`src/verilog/regbank_consts.svh`:
```
// Constants for the register bank: address layout, masks, reset values.
`ifndef REGBANK_CONSTS_SVH
`define REGBANK_CONSTS_SVH

`define RB_DATA_W      8
`define RB_NUM_REGS    4
`define RB_IDX_W       2
`define RB_ALIAS_W     2

`define RB_ALIAS_BASE  2'h0
`define RB_ALIAS_SET   2'h1
`define RB_ALIAS_CLR   2'h2
`define RB_ALIAS_TGL   2'h3

`define RB_RW_MASK     32'h3f0f_0f0f
`define RB_RO_MASK     32'h00f0_f0f0
`define RB_WO_MASK     32'h4000_0000
`define RB_RESET_VAL   32'h0000_0501
`define RB_DEBUG_IDX   2'h3

`endif

```
`src/verilog/regbank_pkg.sv`:
```
// Types shared by the register bank modules.
package regbank_pkg;
   typedef enum logic [1:0] {
      ALIAS_BASE   = 2'b00,
      ALIAS_SET    = 2'b01,
      CLEAR_ALIAS  = 2'b10,
      TOGGLE_ALIAS = 2'b11
   } alias_sel_type;
endpackage

```
`src/verilog/reg_store_if.sv`:
```
// Carrier between the access logic and the register storage.
`timescale 1ns/1ps
interface reg_store_if #(
   parameter int N  = 4,
   parameter int W  = 8,
   parameter int IW = 2
);
   logic           wr_en;
   logic [IW-1:0]  wr_idx;
   logic [W-1:0]   wr_data;
   logic [N*W-1:0] words;

   modport access (output wr_en, output wr_idx, output wr_data, input words);
   modport store  (input wr_en, input wr_idx, input wr_data, output words);
endinterface

```
`src/verilog/reg_store.sv`:
```
// Storage words of the register bank with power-on and software reset.
`timescale 1ns/1ps
`include "regbank_consts.svh"
module reg_store #(
   parameter int             N         = `RB_NUM_REGS,
   parameter int             W         = `RB_DATA_W,
   parameter int             IW        = `RB_IDX_W,
   parameter logic [N*W-1:0] RESET_VAL = `RB_RESET_VAL,
   parameter logic [IW-1:0]  DEBUG_IDX = `RB_DEBUG_IDX
) (
   // Clock and resets
   input  wire logic clock_in,
   input  wire logic rst_in,
   input  wire logic soft_rst_in,
   // Access side
   reg_store_if.store io
);
   logic [N*W-1:0] words_ff;
   logic [N*W-1:0] nxt_words;

   always_comb begin
      nxt_words = words_ff;
      for (int i = 0; i < N; i++) begin
         if (soft_rst_in && (i != int'(DEBUG_IDX))) begin
            nxt_words[i*W +: W] = RESET_VAL[i*W +: W];
         end else if (io.wr_en && (io.wr_idx == IW'(i))) begin
            nxt_words[i*W +: W] = io.wr_data;
         end
      end
   end

   always_ff @(posedge clock_in or posedge rst_in) begin
      if (rst_in) begin
         words_ff <= RESET_VAL;
      end else begin
         words_ff <= nxt_words;
      end
   end

   assign io.words = words_ff;
endmodule

```
`src/verilog/regbank.sv`:
```
// Register bank with access classes, reserved bits and set/clear/toggle aliases.
`timescale 1ns/1ps
`include "regbank_consts.svh"

module regbank #(
   parameter int                   N         = `RB_NUM_REGS,
   parameter int                   W         = `RB_DATA_W,
   parameter int                   IW        = `RB_IDX_W,
   parameter logic [N*W-1:0]       RW_MASK   = `RB_RW_MASK,
   parameter logic [N*W-1:0]       RO_MASK   = `RB_RO_MASK,
   parameter logic [N*W-1:0]       WO_MASK   = `RB_WO_MASK,
   parameter logic [N*W-1:0]       RESET_VAL = `RB_RESET_VAL,
   parameter logic [IW-1:0]        DEBUG_IDX = `RB_DEBUG_IDX
) (
   // Clock and resets
   input  wire logic                          clock_in,
   input  wire logic                          rst_in,
   input  wire logic                          soft_rst_in,
   // Access port
   input  wire logic                          acc_wr_in,
   input  wire logic                          acc_rd_in,
   input  wire logic [IW+`RB_ALIAS_W-1:0]     acc_addr_in,
   input  wire logic [W-1:0]                  acc_wdata_in,
   output logic      [W-1:0]                  rd_data_out,
   output logic                               rd_valid_out,
   // Hardware side
   input  wire logic [N*W-1:0]                status_in,
   output logic      [N*W-1:0]                ctrl_out
);
   reg_store_if #(.N(N), .W(W), .IW(IW)) store_io ();

   reg_store #(
      .N         (N),
      .W         (W),
      .IW        (IW),
      .RESET_VAL (RESET_VAL & (RW_MASK | WO_MASK)),
      .DEBUG_IDX (DEBUG_IDX)
   ) u_store (
      .clock_in    (clock_in),
      .rst_in      (rst_in),
      .soft_rst_in (soft_rst_in),
      .io          (store_io.store)
   );

   logic [IW-1:0]               acc_idx;
   regbank_pkg::alias_sel_type  acc_sel;
   logic [W-1:0]                cur_word;
   logic [W-1:0]                rw_mask;
   logic [W-1:0]                ro_mask;
   logic [W-1:0]                new_word;
   logic [N*W-1:0]              upd_words;

   logic [W-1:0]                rd_data_ff;
   logic [W-1:0]                nxt_rd_data;
   logic                        rd_valid_ff;
   logic                        nxt_rd_valid;

   assign acc_idx  = acc_addr_in[IW+`RB_ALIAS_W-1:`RB_ALIAS_W];
   assign acc_sel  = regbank_pkg::alias_sel_type'(acc_addr_in[`RB_ALIAS_W-1:0]);

   // Storage never holds read-only or reserved bits, so they cannot be changed by any write.
   // Each register works out its alias update at once; the decoded index then picks one of them.
   for (genvar gi = 0; gi < N; gi++) begin : g_reg
      localparam logic [W-1:0] WR_MASK = RW_MASK[gi*W +: W] | WO_MASK[gi*W +: W];
      logic [W-1:0] stored;
      logic [W-1:0] hit_bits;
      logic [W-1:0] upd;

      assign stored   = store_io.words[gi*W +: W];
      assign hit_bits = acc_wdata_in & WR_MASK;

      always_comb begin
         case (acc_sel)
            regbank_pkg::ALIAS_BASE: begin
               upd = (stored & ~WR_MASK) | hit_bits;
            end
            regbank_pkg::ALIAS_SET: begin
               upd = stored | hit_bits;
            end
            regbank_pkg::CLEAR_ALIAS: begin
               upd = stored & ~hit_bits;
            end
            regbank_pkg::TOGGLE_ALIAS: begin
               upd = stored ^ hit_bits;
            end
            default: begin
               upd = stored;
            end
         endcase
      end

      assign upd_words[gi*W +: W] = upd;
   end

   always_comb begin
      cur_word = store_io.words[acc_idx*W +: W];
      rw_mask  = RW_MASK[acc_idx*W +: W];
      ro_mask  = RO_MASK[acc_idx*W +: W];
      new_word = upd_words[acc_idx*W +: W];
   end

   assign store_io.wr_en   = acc_wr_in;
   assign store_io.wr_idx  = acc_idx;
   assign store_io.wr_data = new_word;

   // The read ignores the alias code, so all four aliases of a register return the same word.
   always_comb begin
      nxt_rd_valid = acc_rd_in;
      nxt_rd_data  = rd_data_ff;
      if (acc_rd_in) begin
         nxt_rd_data = (cur_word & rw_mask)
                     | (status_in[acc_idx*W +: W] & ro_mask);
         // Write-only and reserved bits fall out of both masks and read zero.
      end
   end

   always_ff @(posedge clock_in or posedge rst_in) begin
      if (rst_in) begin
         rd_data_ff  <= '0;
         rd_valid_ff <= 1'b0;
      end else begin
         rd_data_ff  <= nxt_rd_data;
         rd_valid_ff <= nxt_rd_valid;
      end
   end

   assign rd_data_out  = rd_data_ff;
   assign rd_valid_out = rd_valid_ff;
   assign ctrl_out     = store_io.words;
endmodule

```
`config.mk`:
```
export PLATFORM = sky130hd
export DESIGN_NAME = regbank
export DESIGN_NICKNAME = d
export VERILOG_FILES = /design/src/verilog/regbank_pkg.sv /design/src/verilog/reg_store_if.sv /design/src/verilog/reg_store.sv /design/src/verilog/regbank.sv
export VERILOG_INCLUDE_DIRS = /design/src /design/src/verilog
export SDC_FILE = /design/constraint.sdc
export NUM_CORES = 1
export LEC_CHECK = 0
export ABC_AREA = 1
export BUFFER_PORTS_ARGS = -buffer_cell sky130_fd_sc_hd__buf_4
export CAP_MARGIN = 0
export CORE_ASPECT_RATIO = 2
export CORE_UTILIZATION = 49
export CTS_BUF_LIST = sky130_fd_sc_hd__clkbuf_8
export DETAILED_ROUTE_END_ITERATION = 6
export PLACE_DENSITY = 0.87
export SLEW_MARGIN = 20
export SYNTH_ARGS = -nofsm -noshare
export SYNTH_HDL_FRONTEND = slang
export SYNTH_SLANG_ARGS = --single-unit
export TNS_END_PERCENT = 20
```
`constraint.sdc`:
```
create_clock -name clock_in -period 1.5 [get_ports clock_in]
set_input_delay 0.075 -clock clock_in [delete_from_list [all_inputs] [get_ports clock_in]]
set_output_delay 0.075 -clock clock_in [all_outputs]
set_load 0.1 [all_outputs]
```
After elaboration in Yosys (flattened, before gate mapping)
Index checks and enable logic that the tools add are counted.
Word-level totals
  flip-flop bits (word level): 41
  input bits: 49
  output and inout bits: 41
  word-level logic and storage cells: 57
Operators by class
  equality and inequality tests: 6
  shifts and indexed selects: 5
  muxes and demuxes: 10
  bitwise gates (word level): 21
  reductions and logical operators: 9
Operators with widths (number)
  one-hot mux 8 bit (4 select lines): 4
  indexed part select 32 x 6 -> 8 bit: 3
  indexed part select 32 x 6 -> 8 bit (first input constant): 2
  AND 8 bit: 6
  2-to-1 mux 8 bit: 6
  bitwise OR 8 x 4 -> 8 bit: 6
  bitwise XOR 8 x 4 -> 8 bit: 3
  bitwise OR 8 x 7 -> 8 bit: 2
  equality test 2 bit (second input constant): 4
  NOT 4 -> 8 bit: 1
  NOT 7 -> 8 bit: 1
  bitwise OR 8 bit: 1
  bitwise XOR 8 x 7 -> 8 bit: 1
  nonzero test 2 bit: 3
  equality test 2 x 1 -> 1 bit (second input constant): 2
  logical AND 1 bit: 4
  zero test 2 bit: 2

Logic depth before layout (Yosys ltp)
Gate-level depths: netlist of run 1.
  depth in word-level cells: 6
  depth in mapped cells: 13
  gate-level depth less buffers: 13

Hierarchy
Synthesis of run 1 repeated with hierarchy kept, for this count alone.
Unflattened totals
  cell total of the unflattened synthesis: 467
  area, all modules: 3373.2 um^2
By module, submodules not included
  regbank: times used 1, cells an instance 312, area an instance 1940.6 um^2, seq. area each 225.2 um^2
  reg_store: times used 1, cells an instance 155, area an instance 1432.6 um^2, seq. area each 804.5 um^2

Least setup slack after synthesis of run 1
Ideal clock, no wire load.
  path kind: reg-to-reg
  start point: reg u_store.words_ff[25], in the netlist u_store.io.words[25]
  end point: reg u_store.words_ff[17], in the netlist u_store.io.words[17]
  library setup time: 0.068 ns
  arrival time: 1.959 ns
  data required time: 1.432 ns
  slack: -0.527 ns
  cell stages (with the launch flop): 11
  buffers on the path: 0
  period minus slack after synthesis: 2.027 ns
  cell sequence: dfrtp_1 > inv_1 > ha_1 > inv_1 > o21ai_0 > o21ai_1 > nor2_1 > nand2_1 > nand2_2 > nand3_1 > nand2_1
Between the ends
  cells in the longest elaborated chain, start to end: 5
  elaborated cells on any way between the ends: 7
  classes of those cells: shift (1); mux (3); bitwise (3)
Ends and longest elaborated chain
  start, declared: RTL line reg_store.sv:18  | logic [N*W-1:0] words_ff;
  start signal, assigned: RTL line reg_store.sv:36  | words_ff <= nxt_words;
  bitwise XOR 8 x 7 -> 8 bit (tied with other cells): RTL line regbank.sv:84  | upd = stored ^ hit_bits;
  one-hot mux 8 bit (4 select lines) *: RTL line regbank.sv:73  | case (acc_sel)
  indexed part select 32 x 6 -> 8 bit *: RTL line regbank.sv:99  | new_word = upd_words[acc_idx*W +: W];
  2-to-1 mux 8 bit *: RTL line reg_store.sv:26  | end else if (io.wr_en && (io.wr_idx == IW'(i))) begin
  2-to-1 mux 8 bit *: RTL line reg_store.sv:24  | if (soft_rst_in && (i != int'(DEBUG_IDX))) begin
Every way passes the cells marked *; elsewhere a longest branch is shown, timed or not. The select of a mux whose other input is x is not followed.
A chain may end at the register's enable or synchronous reset.

Worst setup path in the final report of run 1
  start point: reg u_store.words_ff[8], in the netlist u_store.io.words[8]
  end point: reg u_store.words_ff[0], in the netlist u_store.io.words[0]
Between the ends
  cells in the longest elaborated chain, start to end: 5
  elaborated cells on any way between the ends: 7
  classes of those cells: shift (1); mux (3); bitwise (3)
Ends and longest elaborated chain (RTL line)
  bitwise XOR 8 x 4 -> 8 bit (tied with other cells): regbank.sv:84
  one-hot mux 8 bit (4 select lines) *: regbank.sv:73
  indexed part select 32 x 6 -> 8 bit *: regbank.sv:99
  2-to-1 mux 8 bit *: reg_store.sv:26
  2-to-1 mux 8 bit *: reg_store.sv:24
Marked as above.

==> flow_summary.yaml, run 1 <==
status:
  run_status: "complete, but fails checks"
  failing_checks: "setup timing"
final_layout:
  finish.utilization: 0.680
  n_antenna_cell: 0
  syn2layout_area_growth_pct: 34.8
  final_cells: 618
  nets: 618
  final_layout_size_suffix_gt1_frac: 0.335
  sequential_cell_area_um2: 1080
  area_of_the_multi_input_gates_um2: 1910
  n_fill_cell: 502
  design_area_um2: 4260
setup_path:
  cp_data_arrival_time_ns: 1.84
  crit_family: "flip-flops"
  worst_setup_path_start_kind: "flip-flop"
  reg2reg_depth: 10
  cp.depth: 10
  critical_path.endpoint_type: "flip-flop"
  timing.critical_path.slowest_stage_cell: "sky130_fd_sc_hd__dfstp_4"
  path_class: "reg2reg"
  required_ns: 1.74
  path_common_cell: "sky130_fd_sc_hd__nand2_1"
  worstPathBufferInverterCount: 1
  worstPathMaxFanout: 3
  path_cells: "buf_6 -> ha_2 -> nand3_1 -> nand4_1 -> nand2_1 -> nand2_1 -> nand2_1 -> nand3_2 -> nand2_1 -> nand2_1"
  critical_path.max_stage_delay_ns: 0.65
yosys:
  synth.most_common_cell: "sky130_fd_sc_hd__nand2_1"
  gate_count_post_synth: 437
  synth_enable_flop_cells: 0
  synth.net_count: 524
  post_synthesis_cell_type_with_the_largest_combined_area: "sky130_fd_sc_hd__dfrtp_1"
  cell_area_after_synthesis_um2: 3160
  synth.yosys.seq_area_share: 0.326
  synth-seq-cells: 41
  post_synth_num_cell_types: 32
  synth_async_sr_flop_share: 1.00
  synth_top_area_frac: 0.301
  post_synth_main_area_contributors: "sky130_fd_sc_hd__dfrtp_1, sky130_fd_sc_hd__nand2_1, sky130_fd_sc_hd__ha_1"
  post_synth_most_frequent_cells: "sky130_fd_sc_hd__nand2_1, sky130_fd_sc_hd__inv_1, sky130_fd_sc_hd__nand3_1"
  synth_top_flop_cell: "sky130_fd_sc_hd__dfrtp_1"
  synth-warning-count: 0
  synth.avg_cell_area_um2: 7.23
cts:
  cts_sinks: 41
  cts-htree-levels: 2
  tritoncts.num_buffers: 5
  tritoncts: "done"
  insertion_delay_ns: 0.30
  clock_path_buffers: 2
  root_buffer: "sky130_fd_sc_hd__clkbuf_8"
  clk_transition_reported_paths_ns: 0.08
global_routing:
  grt_max_degree: 42
  grt_pass1_wl_um: 16100
  first_global_vias: 3455
  grt_util_all_layers: 0.314
  grt.overflow.total: 0
  antenna_found_initial: 0
sta:
  final_min_period_over_clock_period: 1.06
  final_period_minus_worst_setup_slack_ns: 1.60
  hold_violation_count_in_the_final_report: 0
  holdWs_ns: 0.0427
  worst_pin_slew_ns: 0.543
  slew_headroom: 0.638
  worst_slack_ns: -0.0966
  grt_setup_unrepaired: "yes"
  final-max-slew-violation-count: 0
  fmax_mhz: 626
  clock_skew_ns: 0.00377
  setup_viol_count_final: 12
placed_design:
  placedInstanceArea_um2: 4030
  finalWeightedCongestion: 0.901
  placedCellCount: 606
  port_buffers: 68
  estimated_wirelength_of_the_detail_placed_design_um: 7350
min_path:
  worst_hold_path_type: "in2reg"
  worstHoldPathCells: 3
detailed_routing:
  post_drt_wl_per_cell_um: 16.6
  drtPass1Iterations: 5
  drt-vias-per-instance: 5.61
  routed-via-count: 3466
  detail-route-antenna-nets: 0
  detail_route.drc_violations: 0
  drt_iter0_drc: 237
  wirelength_routed_um: 10300
die:
  floorplan.die_area_um2: 6790
  die_boundary_width_um: 58.8
  num_io_pins: 90
  fp-row-count: 41
  die-height_um: 116
  initial_core_util: 0.505
  core_box_area_um2: 6260
power:
  power.total_mw: 4.44
  power.static_leakage_nw: 2.25
  power.density_nw_per_um2: 1040
  irDropWorstVdd_uv: 1040
run:
  max-cap-violations: 0
==> sequential cells by signal (all words and copies together), names as in the netlist <==
signal,flops
rd_data_out,8
rd_valid_out,1
u_store.io.words,32
==> per-stage QoR <==
step	setup WS [ns]	TNS (ns)
6_report	-0.0966	-0.559
5_1_grt	-0.178	-1.83
4_1_cts	-0.0786	-0.389
3_5_place_dp	-0.0595	-0.365
3_3_place_gp	-0.0227	-0.0514
2_1_floorplan	-0.214	-3.73
==> power by group <==
part           total, mW  internal, mW  switching (mW)
logic               2.12         0.551            1.57
clock network      0.899         0.493           0.405
registers           1.42          1.27           0.147
total               4.44          2.31            2.12
==> path summary, 6_finish.rpt <==
check                                      from                    to  slack, ns
max in group asynchronous                rst_in   u_store.io.words[1]       0.61
setup / recovery            u_store.io.words[8]   u_store.io.words[0]       -0.1
setup reg to reg            u_store.io.words[8]   u_store.io.words[0]       -0.1
min in group asynchronous                rst_in        rd_data_out[7]       0.46
hold reg to reg            u_store.io.words[31]  u_store.io.words[31]       0.42
hold / removal                      soft_rst_in  u_store.io.words[10]       0.04
==> per-layer routing <==
metal	GRT usage	up-vias	part of all wire
met5	0	-	0
met2	0.537	191	0.53
met3	0.0402	57	0.065
met1	0.334	1620	0.34
li1	-	1598	-
met4	0.257	0	0.062
==> cell families (layout without fill, tap and decap cells) <==
group,count (synthesis),count (layout),share of synthesized area
DFF,41,41,0.326
muxes,2,2,0.00713
adders and majority gates,38,38,0.151
buffers and inverters,84,179,0.110
AOI/OAI and AO/OA,57,57,0.113
and+or+nand+nor,215,215,0.293
==> placed cells by master, fill, tap and decap left out, types with 2 or more instances in the layout <==
cell type / synthesis / routed
sky130_fd_sc_hd__a21oi_1: 6 / 5
sky130_fd_sc_hd__a21oi_2: 1 / 2
sky130_fd_sc_hd__a22o_1: 2 / 2
sky130_fd_sc_hd__a22oi_1: 8 / 8
sky130_fd_sc_hd__a31oi_1: 3 / 3
sky130_fd_sc_hd__buf_4: 4 / 98
sky130_fd_sc_hd__buf_6: 1 / 2
sky130_fd_sc_hd__clkbuf_8: 0 / 5
sky130_fd_sc_hd__dfrtp_1: 38 / 22
sky130_fd_sc_hd__dfrtp_2: 0 / 8
sky130_fd_sc_hd__dfrtp_4: 0 / 8
sky130_fd_sc_hd__dfstp_4: 0 / 3
sky130_fd_sc_hd__dlygate4sd3_1: 0 / 2
sky130_fd_sc_hd__ha_1: 38 / 30
sky130_fd_sc_hd__ha_4: 0 / 7
sky130_fd_sc_hd__inv_1: 59 / 49
sky130_fd_sc_hd__inv_2: 9 / 16
sky130_fd_sc_hd__inv_4: 1 / 5
sky130_fd_sc_hd__mux2_2: 2 / 2
sky130_fd_sc_hd__nand2_1: 134 / 133
sky130_fd_sc_hd__nand2_2: 6 / 7
sky130_fd_sc_hd__nand3_1: 44 / 38
sky130_fd_sc_hd__nand3_2: 0 / 6
sky130_fd_sc_hd__nand4_1: 7 / 7
sky130_fd_sc_hd__nor2_1: 17 / 17
sky130_fd_sc_hd__nor2_2: 2 / 2
sky130_fd_sc_hd__nor2_4: 3 / 3
sky130_fd_sc_hd__nor3_1: 2 / 2
sky130_fd_sc_hd__o211ai_1: 7 / 7
sky130_fd_sc_hd__o21ai_0: 8 / 7
sky130_fd_sc_hd__o21ai_1: 17 / 18
==> worst reg2reg max path: stages, from the launching register on <==
cell                      delay [ns]
sky130_fd_sc_hd__dfstp_4        0.65
sky130_fd_sc_hd__buf_6          0.11
sky130_fd_sc_hd__ha_2           0.16
sky130_fd_sc_hd__nand3_1        0.10
sky130_fd_sc_hd__nand4_1        0.13
sky130_fd_sc_hd__nand2_1        0.06
sky130_fd_sc_hd__nand2_1        0.07
sky130_fd_sc_hd__nand2_1        0.07
sky130_fd_sc_hd__nand3_2        0.06
sky130_fd_sc_hd__nand2_1        0.05
sky130_fd_sc_hd__nand2_1        0.08
==> final cells by class <==
cell class                      count  share of cell area
Clock buffer                        5              0.0162
Clock inverter                      3             0.00999
Inverter                           69              0.0638
Multi-Input combinational cell    312               0.448
Sequential cell                    41               0.254
Tap cell                           86              0.0253
Timing Repair Buffer              102               0.183
==> what timing repair did <==
item / 4_1_cts / 5_1_grt
pin swaps: 9 / 13
endpoints found under the hold margin: 39 / 0
setup buffers: 0 / 2
hold buffers: 2 / 0
setup endpoints to repair: 13 / 20
gates resized for setup: 9 / 8
Note: power is estimated with default switching activity, not from simulation.
==> inputs of run 2 (changes only) <==
Settings changed: CORE_UTILIZATION 49 to 39, PLACE_DENSITY 0.87 to 0.73.
==> flow_summary.yaml, run 2 (synthesis results as in run 1) <==
sta:
  holdWs_ns: 0.0163
  tns_ns: -0.441
  setup_viol_count_final: 12
  worst_slack_ns: -0.0649
  clock_skew_ns: 0.00570
  slew_headroom: 0.675
  final-max-slew-violation-count: 0
  worst_pin_slew_ns: 0.480
  final_min_period_over_clock_period: 1.04
  final_period_minus_worst_setup_slack_ns: 1.56
  fmax_mhz: 639
  hold_violation_count_in_the_final_report: 0
  grt_setup_unrepaired: "yes"
detailed_routing:
  routed-via-count: 3358
  drt-vias-per-instance: 5.41
  drtPass1Iterations: 4
  wirelength_routed_um: 10100
  drt_iter0_drc: 193
  detail-route-antenna-nets: 0
  post_drt_wl_per_cell_um: 16.3
  detail_route.drc_violations: 0
setup_path:
  path_cells: "inv_2 -> ha_4 -> nand3_2 -> nand3_2 -> nand2_1 -> nand2_1 -> nor2_1 -> nand2_1 -> nand3_1 -> o21ai_1"
  critical_path.endpoint_type: "flip-flop"
  timing.critical_path.slowest_stage_cell: "sky130_fd_sc_hd__dfstp_4"
  worst_r2r_endpoint: "u_store.io.words[26]"
  required_ns: 1.73
  critical_path.max_stage_delay_ns: 0.62
  worstPathBufferInverterCount: 1
  worst_setup_path_start_kind: "flip-flop"
  worstPathMaxFanout: 4
  ff2ff_setup_slack_ns: -0.06
  reg2reg_depth: 10
  path_common_cell: "sky130_fd_sc_hd__nand2_1"
  timing.rr.start: "u_store.io.words[10]"
  path_class: "reg2reg"
  crit_family: "flip-flops"
  cp_data_arrival_time_ns: 1.80
global_routing:
  grt.overflow.total: 0
  first_global_vias: 3262
  grt_util_all_layers: 0.253
  grt_pass1_wl_um: 15900
  grt_max_degree: 42
  antenna_found_initial: 0
placed_design:
  placedCellCount: 611
  port_buffers: 68
  estimated_wirelength_of_the_detail_placed_design_um: 7640
  finalWeightedCongestion: 0.930
power:
  power.density_nw_per_um2: 1010
  irDropWorstVdd_uv: 691
  power.static_leakage_nw: 2.21
  power.total_mw: 4.23
status:
  failing_checks: "setup timing"
  run_status: "complete, but fails checks"
cts:
  tritoncts.num_buffers: 5
  clock_path_buffers: 2
  root_buffer: "sky130_fd_sc_hd__clkbuf_8"
  tritoncts: "done"
  clk_transition_reported_paths_ns: 0.08
  cts_sinks: 41
  insertion_delay_ns: 0.31
  cts-htree-levels: 2
  postCtsSetupBuffers: 0
die:
  die-height_um: 129
  die_boundary_width_um: 65.6
  core_box_area_um2: 7890
  floorplan.die_area_um2: 8480
  num_io_pins: 90
  initial_core_util: 0.401
  fp-row-count: 46
run:
  max-cap-violations: 0
final_layout:
  n_fill_cell: 751
  n_antenna_cell: 0
  layout.cells.most_common_list: "sky130_fd_sc_hd__nand2_1, sky130_fd_sc_hd__buf_4, sky130_fd_sc_hd__inv_1"
  largest_register_ff_count: 32
  final_common_cell: "sky130_fd_sc_hd__nand2_1"
  final_layout_size_suffix_gt1_frac: 0.318
  nets: 611
  final_cells: 621
  syn2layout_area_growth_pct: 32.8
min_path:
  worstHoldPathCells: 3
  worst_hold_path_type: "in2reg"
  hold_start: "soft_rst_in"
  min_delay_worst_endpoint: "u_store.io.words[10]"
run 2: changes by cell type in the layout (fill, tap and decap cells not counted), sizes merged:
| cell | before | now |
|---|---|---|
| buf | 100 | 93 |
| inv | 70 | 69 |
| bufinv | 1 | 0 |
| clkinv | 1 | 3 |
run 2: per-layer routing:
| metal | part of all wire | wire (um) | vias up | track usage |
|---|---|---|---|---|
| met3 | 0.059 | 600 | 41 | 0.0282 |
| met5 | 0 | 0 | - | 0 |
| met1 | 0.33 | 3320 | 1592 | 0.251 |
| met2 | 0.56 | 5700 | 135 | 0.469 |
| li1 | - | - | 1590 | - |
| met4 | 0.051 | 517 | 0 | 0.176 |
run 2: through the flow:
step | instance area (um^2) | util | setup slack [ns]
floorplan | 3280 | - | -0.214
global placement | 4020 | 0.510 | -0.0289
detailed placement | 4020 | 0.510 | -0.0599
CTS | 4140 | 0.525 | -0.0717
global route | 4190 | 0.532 | -0.161
finish | 4190 | 0.532 | -0.0649
run 2: worst max-delay path by stage:
stage	endpoint	cells after the start	slack, ns	start
global placement	u_store.io.words[26]	10	-0.03	u_store.io.words[10]
CTS	u_store.io.words[26]	10	-0.07	u_store.io.words[10]
finish	u_store.io.words[26]	10	-0.06	u_store.io.words[10]
detailed placement	u_store.io.words[0]	10	-0.06	u_store.io.words[0]
global route	u_store.io.words[18]	10	-0.16	u_store.io.words[10]
floorplan	u_store.io.words[26]	10	-0.21	u_store.io.words[10]
run 2: area by class of cell:
cell class | count | area (um^2) | share of cell area
Multi-Input combinational cell | 312 | 1910 | 0.454
Sequential cell | 41 | 1080 | 0.258
Timing Repair Buffer | 95 | 731 | 0.174
Inverter | 69 | 269 | 0.0642
Tap cell | 96 | 120 | 0.0286
Clock buffer | 5 | 68.8 | 0.0164
Clock inverter | 3 | 17.5 | 0.00418
run 2: where the power goes:
| group | total, mW | internal (mW) | switching, mW |
|---|---|---|---|
| sequential | 1.42 | 1.27 | 0.149 |
| combinational | 2.07 | 0.524 | 1.55 |
| clock | 0.736 | 0.322 | 0.414 |
| total | 4.23 | 2.11 | 2.11 |
run 2: repair_timing:
action	CTS	global route
resized for setup	3	8
endpoints found under the hold margin	39	0
endpoints found under the setup margin	15	23
pin swaps	7	8
hold buffers	2	0
run 2: worst register-to-register path: cells and delay by family, from the launching register on:
kind / cells / cell delay (ns)
flip-flops: 1 / 0.62
AND/OR/NAND/NOR: 7 / 0.50
adder cells (fa/ha/maj): 1 / 0.25
AO/OA/AOI/OAI: 1 / 0.08
buffers and inverters: 1 / 0.04
==> inputs of run 3 (changes only) <==
Settings changed: ABC_AREA 1 to default, PLACE_DENSITY 0.73 to 0.74.
==> flow_summary.yaml, run 3 <==
die:
  floorplan.die_area_um2: 7710
  initial_core_util: 0.409
  die-height_um: 123
  die_boundary_width_um: 62.6
  num_io_pins: 90
  fp-row-count: 43
  core_box_area_um2: 6990
global_routing:
  grt_pass1_wl_um: 13000
  grt.overflow.total: 0
  first_global_vias: 2768
  grt_max_degree: 42
  grt_util_all_layers: 0.219
  antenna_found_initial: 0
power:
  p_sw_frac: 0.406
  internal_power_mw: 2.42
  power.density_nw_per_um2: 1020
  power.static_leakage_nw: 1.96
  clockPowerShare: 0.266
  power_switching_mw: 1.65
  irDropWorstVdd_uv: 841
  power.sequential.fraction: 0.322
  power.share.combinational: 0.412
cts:
  clk_transition_reported_paths_ns: 0.08
  clock_path_buffers: 2
  tritoncts: "done"
  insertion_delay_ns: 0.30
  root_buffer: "sky130_fd_sc_hd__clkbuf_8"
  cts-htree-levels: 2
  cts_sinks: 41
  tritoncts.num_buffers: 5
run:
  max-cap-violations: 0
sta:
  hold_violation_count_in_the_final_report: 0
  holdWs_ns: 0.0594
  worst_pin_slew_ns: 0.525
  final-max-slew-violation-count: 0
  fmax_mhz: 540
  final_period_minus_worst_setup_slack_ns: 1.85
  clock_skew_ns: 0.00658
  tns_ns: -2.36
  slew_headroom: 0.650
  final_min_period_over_clock_period: 1.23
  grt_setup_unrepaired: "yes"
  worst_slack_ns: -0.352
  setup_viol_count_final: 15
final_layout:
  layout.cells.most_common_list: "sky130_fd_sc_hd__buf_4, sky130_fd_sc_hd__ha_1, sky130_fd_sc_hd__inv_1"
  final_layout_size_suffix_gt1_frac: 0.458
  final_common_cell: "sky130_fd_sc_hd__buf_4"
  n_antenna_cell: 0
  final_cells: 468
  syn2layout_area_growth_pct: 38.9
  nets: 464
  largest_register_ff_count: 32
  design_area_um2: 3980
yosys:
  synth_top_flop_cell: "sky130_fd_sc_hd__dfrtp_1"
  synth-seq-cells: 41
  synth-warning-count: 0
  synth.net_count: 368
  post_synth_most_frequent_cells: "sky130_fd_sc_hd__dfrtp_1, sky130_fd_sc_hd__ha_1, sky130_fd_sc_hd__inv_1"
  synth.avg_cell_area_um2: 10.2
  synth.yosys.seq_area_share: 0.360
  post_synth_num_cell_types: 42
  post_synth_main_area_contributors: "sky130_fd_sc_hd__dfrtp_1, sky130_fd_sc_hd__ha_1, sky130_fd_sc_hd__mux4_2"
  synth_top_area_frac: 0.332
  post_synthesis_cell_type_with_the_largest_combined_area: "sky130_fd_sc_hd__dfrtp_1"
  synth_enable_flop_cells: 0
  gate_count_post_synth: 281
  synth_async_sr_flop_share: 1.00
  cell_area_after_synthesis_um2: 2860
setup_path:
  ff2ff_setup_slack_ns: -0.35
  timing.rr.start: "u_store.io.words[10]"
  path_cells: "inv_4 -> ha_4 -> and3_4 -> a211oi_2 -> o32ai_2 -> buf_4 -> mux2_4"
  worst_setup_path_startpoint: "u_store.io.words[10]"
  worstPathMaxFanout: 3
  worst_setup_path_start_kind: "flip-flop"
  reg2reg_depth: 7
  crit_family: "flip-flops"
  worstPathBufferInverterCount: 2
  required_ns: 1.68
  critical_path.max_stage_delay_ns: 0.64
  cp_data_arrival_time_ns: 2.03
  worst_setup_path_endpoint: "u_store.io.words[26]"
  timing.critical_path.slowest_stage_cell: "sky130_fd_sc_hd__dfstp_4"
  cp.depth: 7
  path_class: "reg2reg"
  worst_r2r_endpoint: "u_store.io.words[26]"
  critical_path.endpoint_type: "flip-flop"
status:
  run_status: "complete, but fails checks"
  failing_checks: "setup timing"
detailed_routing:
  drtPass1Iterations: 4
  wirelength_routed_um: 7860
  detail-route-antenna-nets: 0
  routed-via-count: 2508
  drt-vias-per-instance: 5.36
  drt_iter0_drc: 76
  post_drt_wl_per_cell_um: 16.8
  detail_route.drc_violations: 0
min_path:
  worst_hold_path_type: "in2reg"
  hold_start: "soft_rst_in"
placed_design:
  finalWeightedCongestion: 0.852
  estimated_wirelength_of_the_detail_placed_design_um: 5940
  placedCellCount: 455
  placedInstanceArea_um2: 3690
  port_buffers: 68
## run 3: per-stage QoR
| stage | worst slack [ns] | power (mW) | util |
|---|---|---|---|
| 6_report | -0.352 | 4.07 | 0.569 |
| 3_5_place_dp | -0.335 | 2.94 | 0.527 |
| 4_1_cts | -0.322 | 4.08 | 0.560 |
| 3_3_place_gp | -0.266 | 2.90 | 0.527 |
| 5_1_grt | -0.392 | 4.25 | 0.569 |
| 2_1_floorplan | -0.414 | 2.50 | - |
## run 3: repair_timing
item,in CTS,in global routing
resized for setup,13,13
hold buffers,2,0
pin swaps,14,7
buffers inserted,1,2
hold endpoints to repair,39,0
setup endpoints to repair,17,20
## run 3: worst min path at each step
stage	slack, ns	depth (start not counted)	endpoint
2_1_floorplan	0.11	0	rd_valid_out
5_1_grt	0.07	2	u_store.io.words[4]
3_5_place_dp	0.25	3	rd_data_out[7]
3_3_place_gp	0.24	3	rd_data_out[7]
6_report	0.06	2	u_store.io.words[22]
4_1_cts	0.05	2	u_store.io.words[21]
## run 3: logic make-up (layout without fill, tap and decap cells)
group,count (synthesis),after routing,share of synthesized area
adders and majority gates,38,38,0.166
DFF,41,41,0.360
muxes,29,29,0.144
and+or+nand+nor,51,51,0.0957
AOI/OAI and AO/OA,67,67,0.152
buffers and inverters,55,152,0.0830
## run 3: power by group through the flow
stage | clock [mW] | combinational, mW | sequential [mW]
floorplan | 0 | 0.472 | 2.03
global placement | 0 | 1.58 | 1.32
detailed placement | 0 | 1.62 | 1.33
CTS | 1.12 | 1.65 | 1.31
global route | 1.14 | 1.78 | 1.32
finish | 1.09 | 1.68 | 1.31
## run 3: routing by layer
layer  vias up  global-route usage  share of wire
met5         -                   0              0
met4         0               0.134          0.044
met1      1234               0.221           0.36
li1       1169                   -              -
met2        81               0.417           0.56
met3        24              0.0295          0.036
## run 3: area by class of cell
class | count | area, um^2
tap | 90 | 113
inverter | 36 | 140
multi-input combinational | 185 | 1710
fill | 629 | 3020
timing repair buffer | 108 | 823
clock inverter | 3 | 68.8
clock buffer | 5 | 68.8
sequential | 41 | 1060
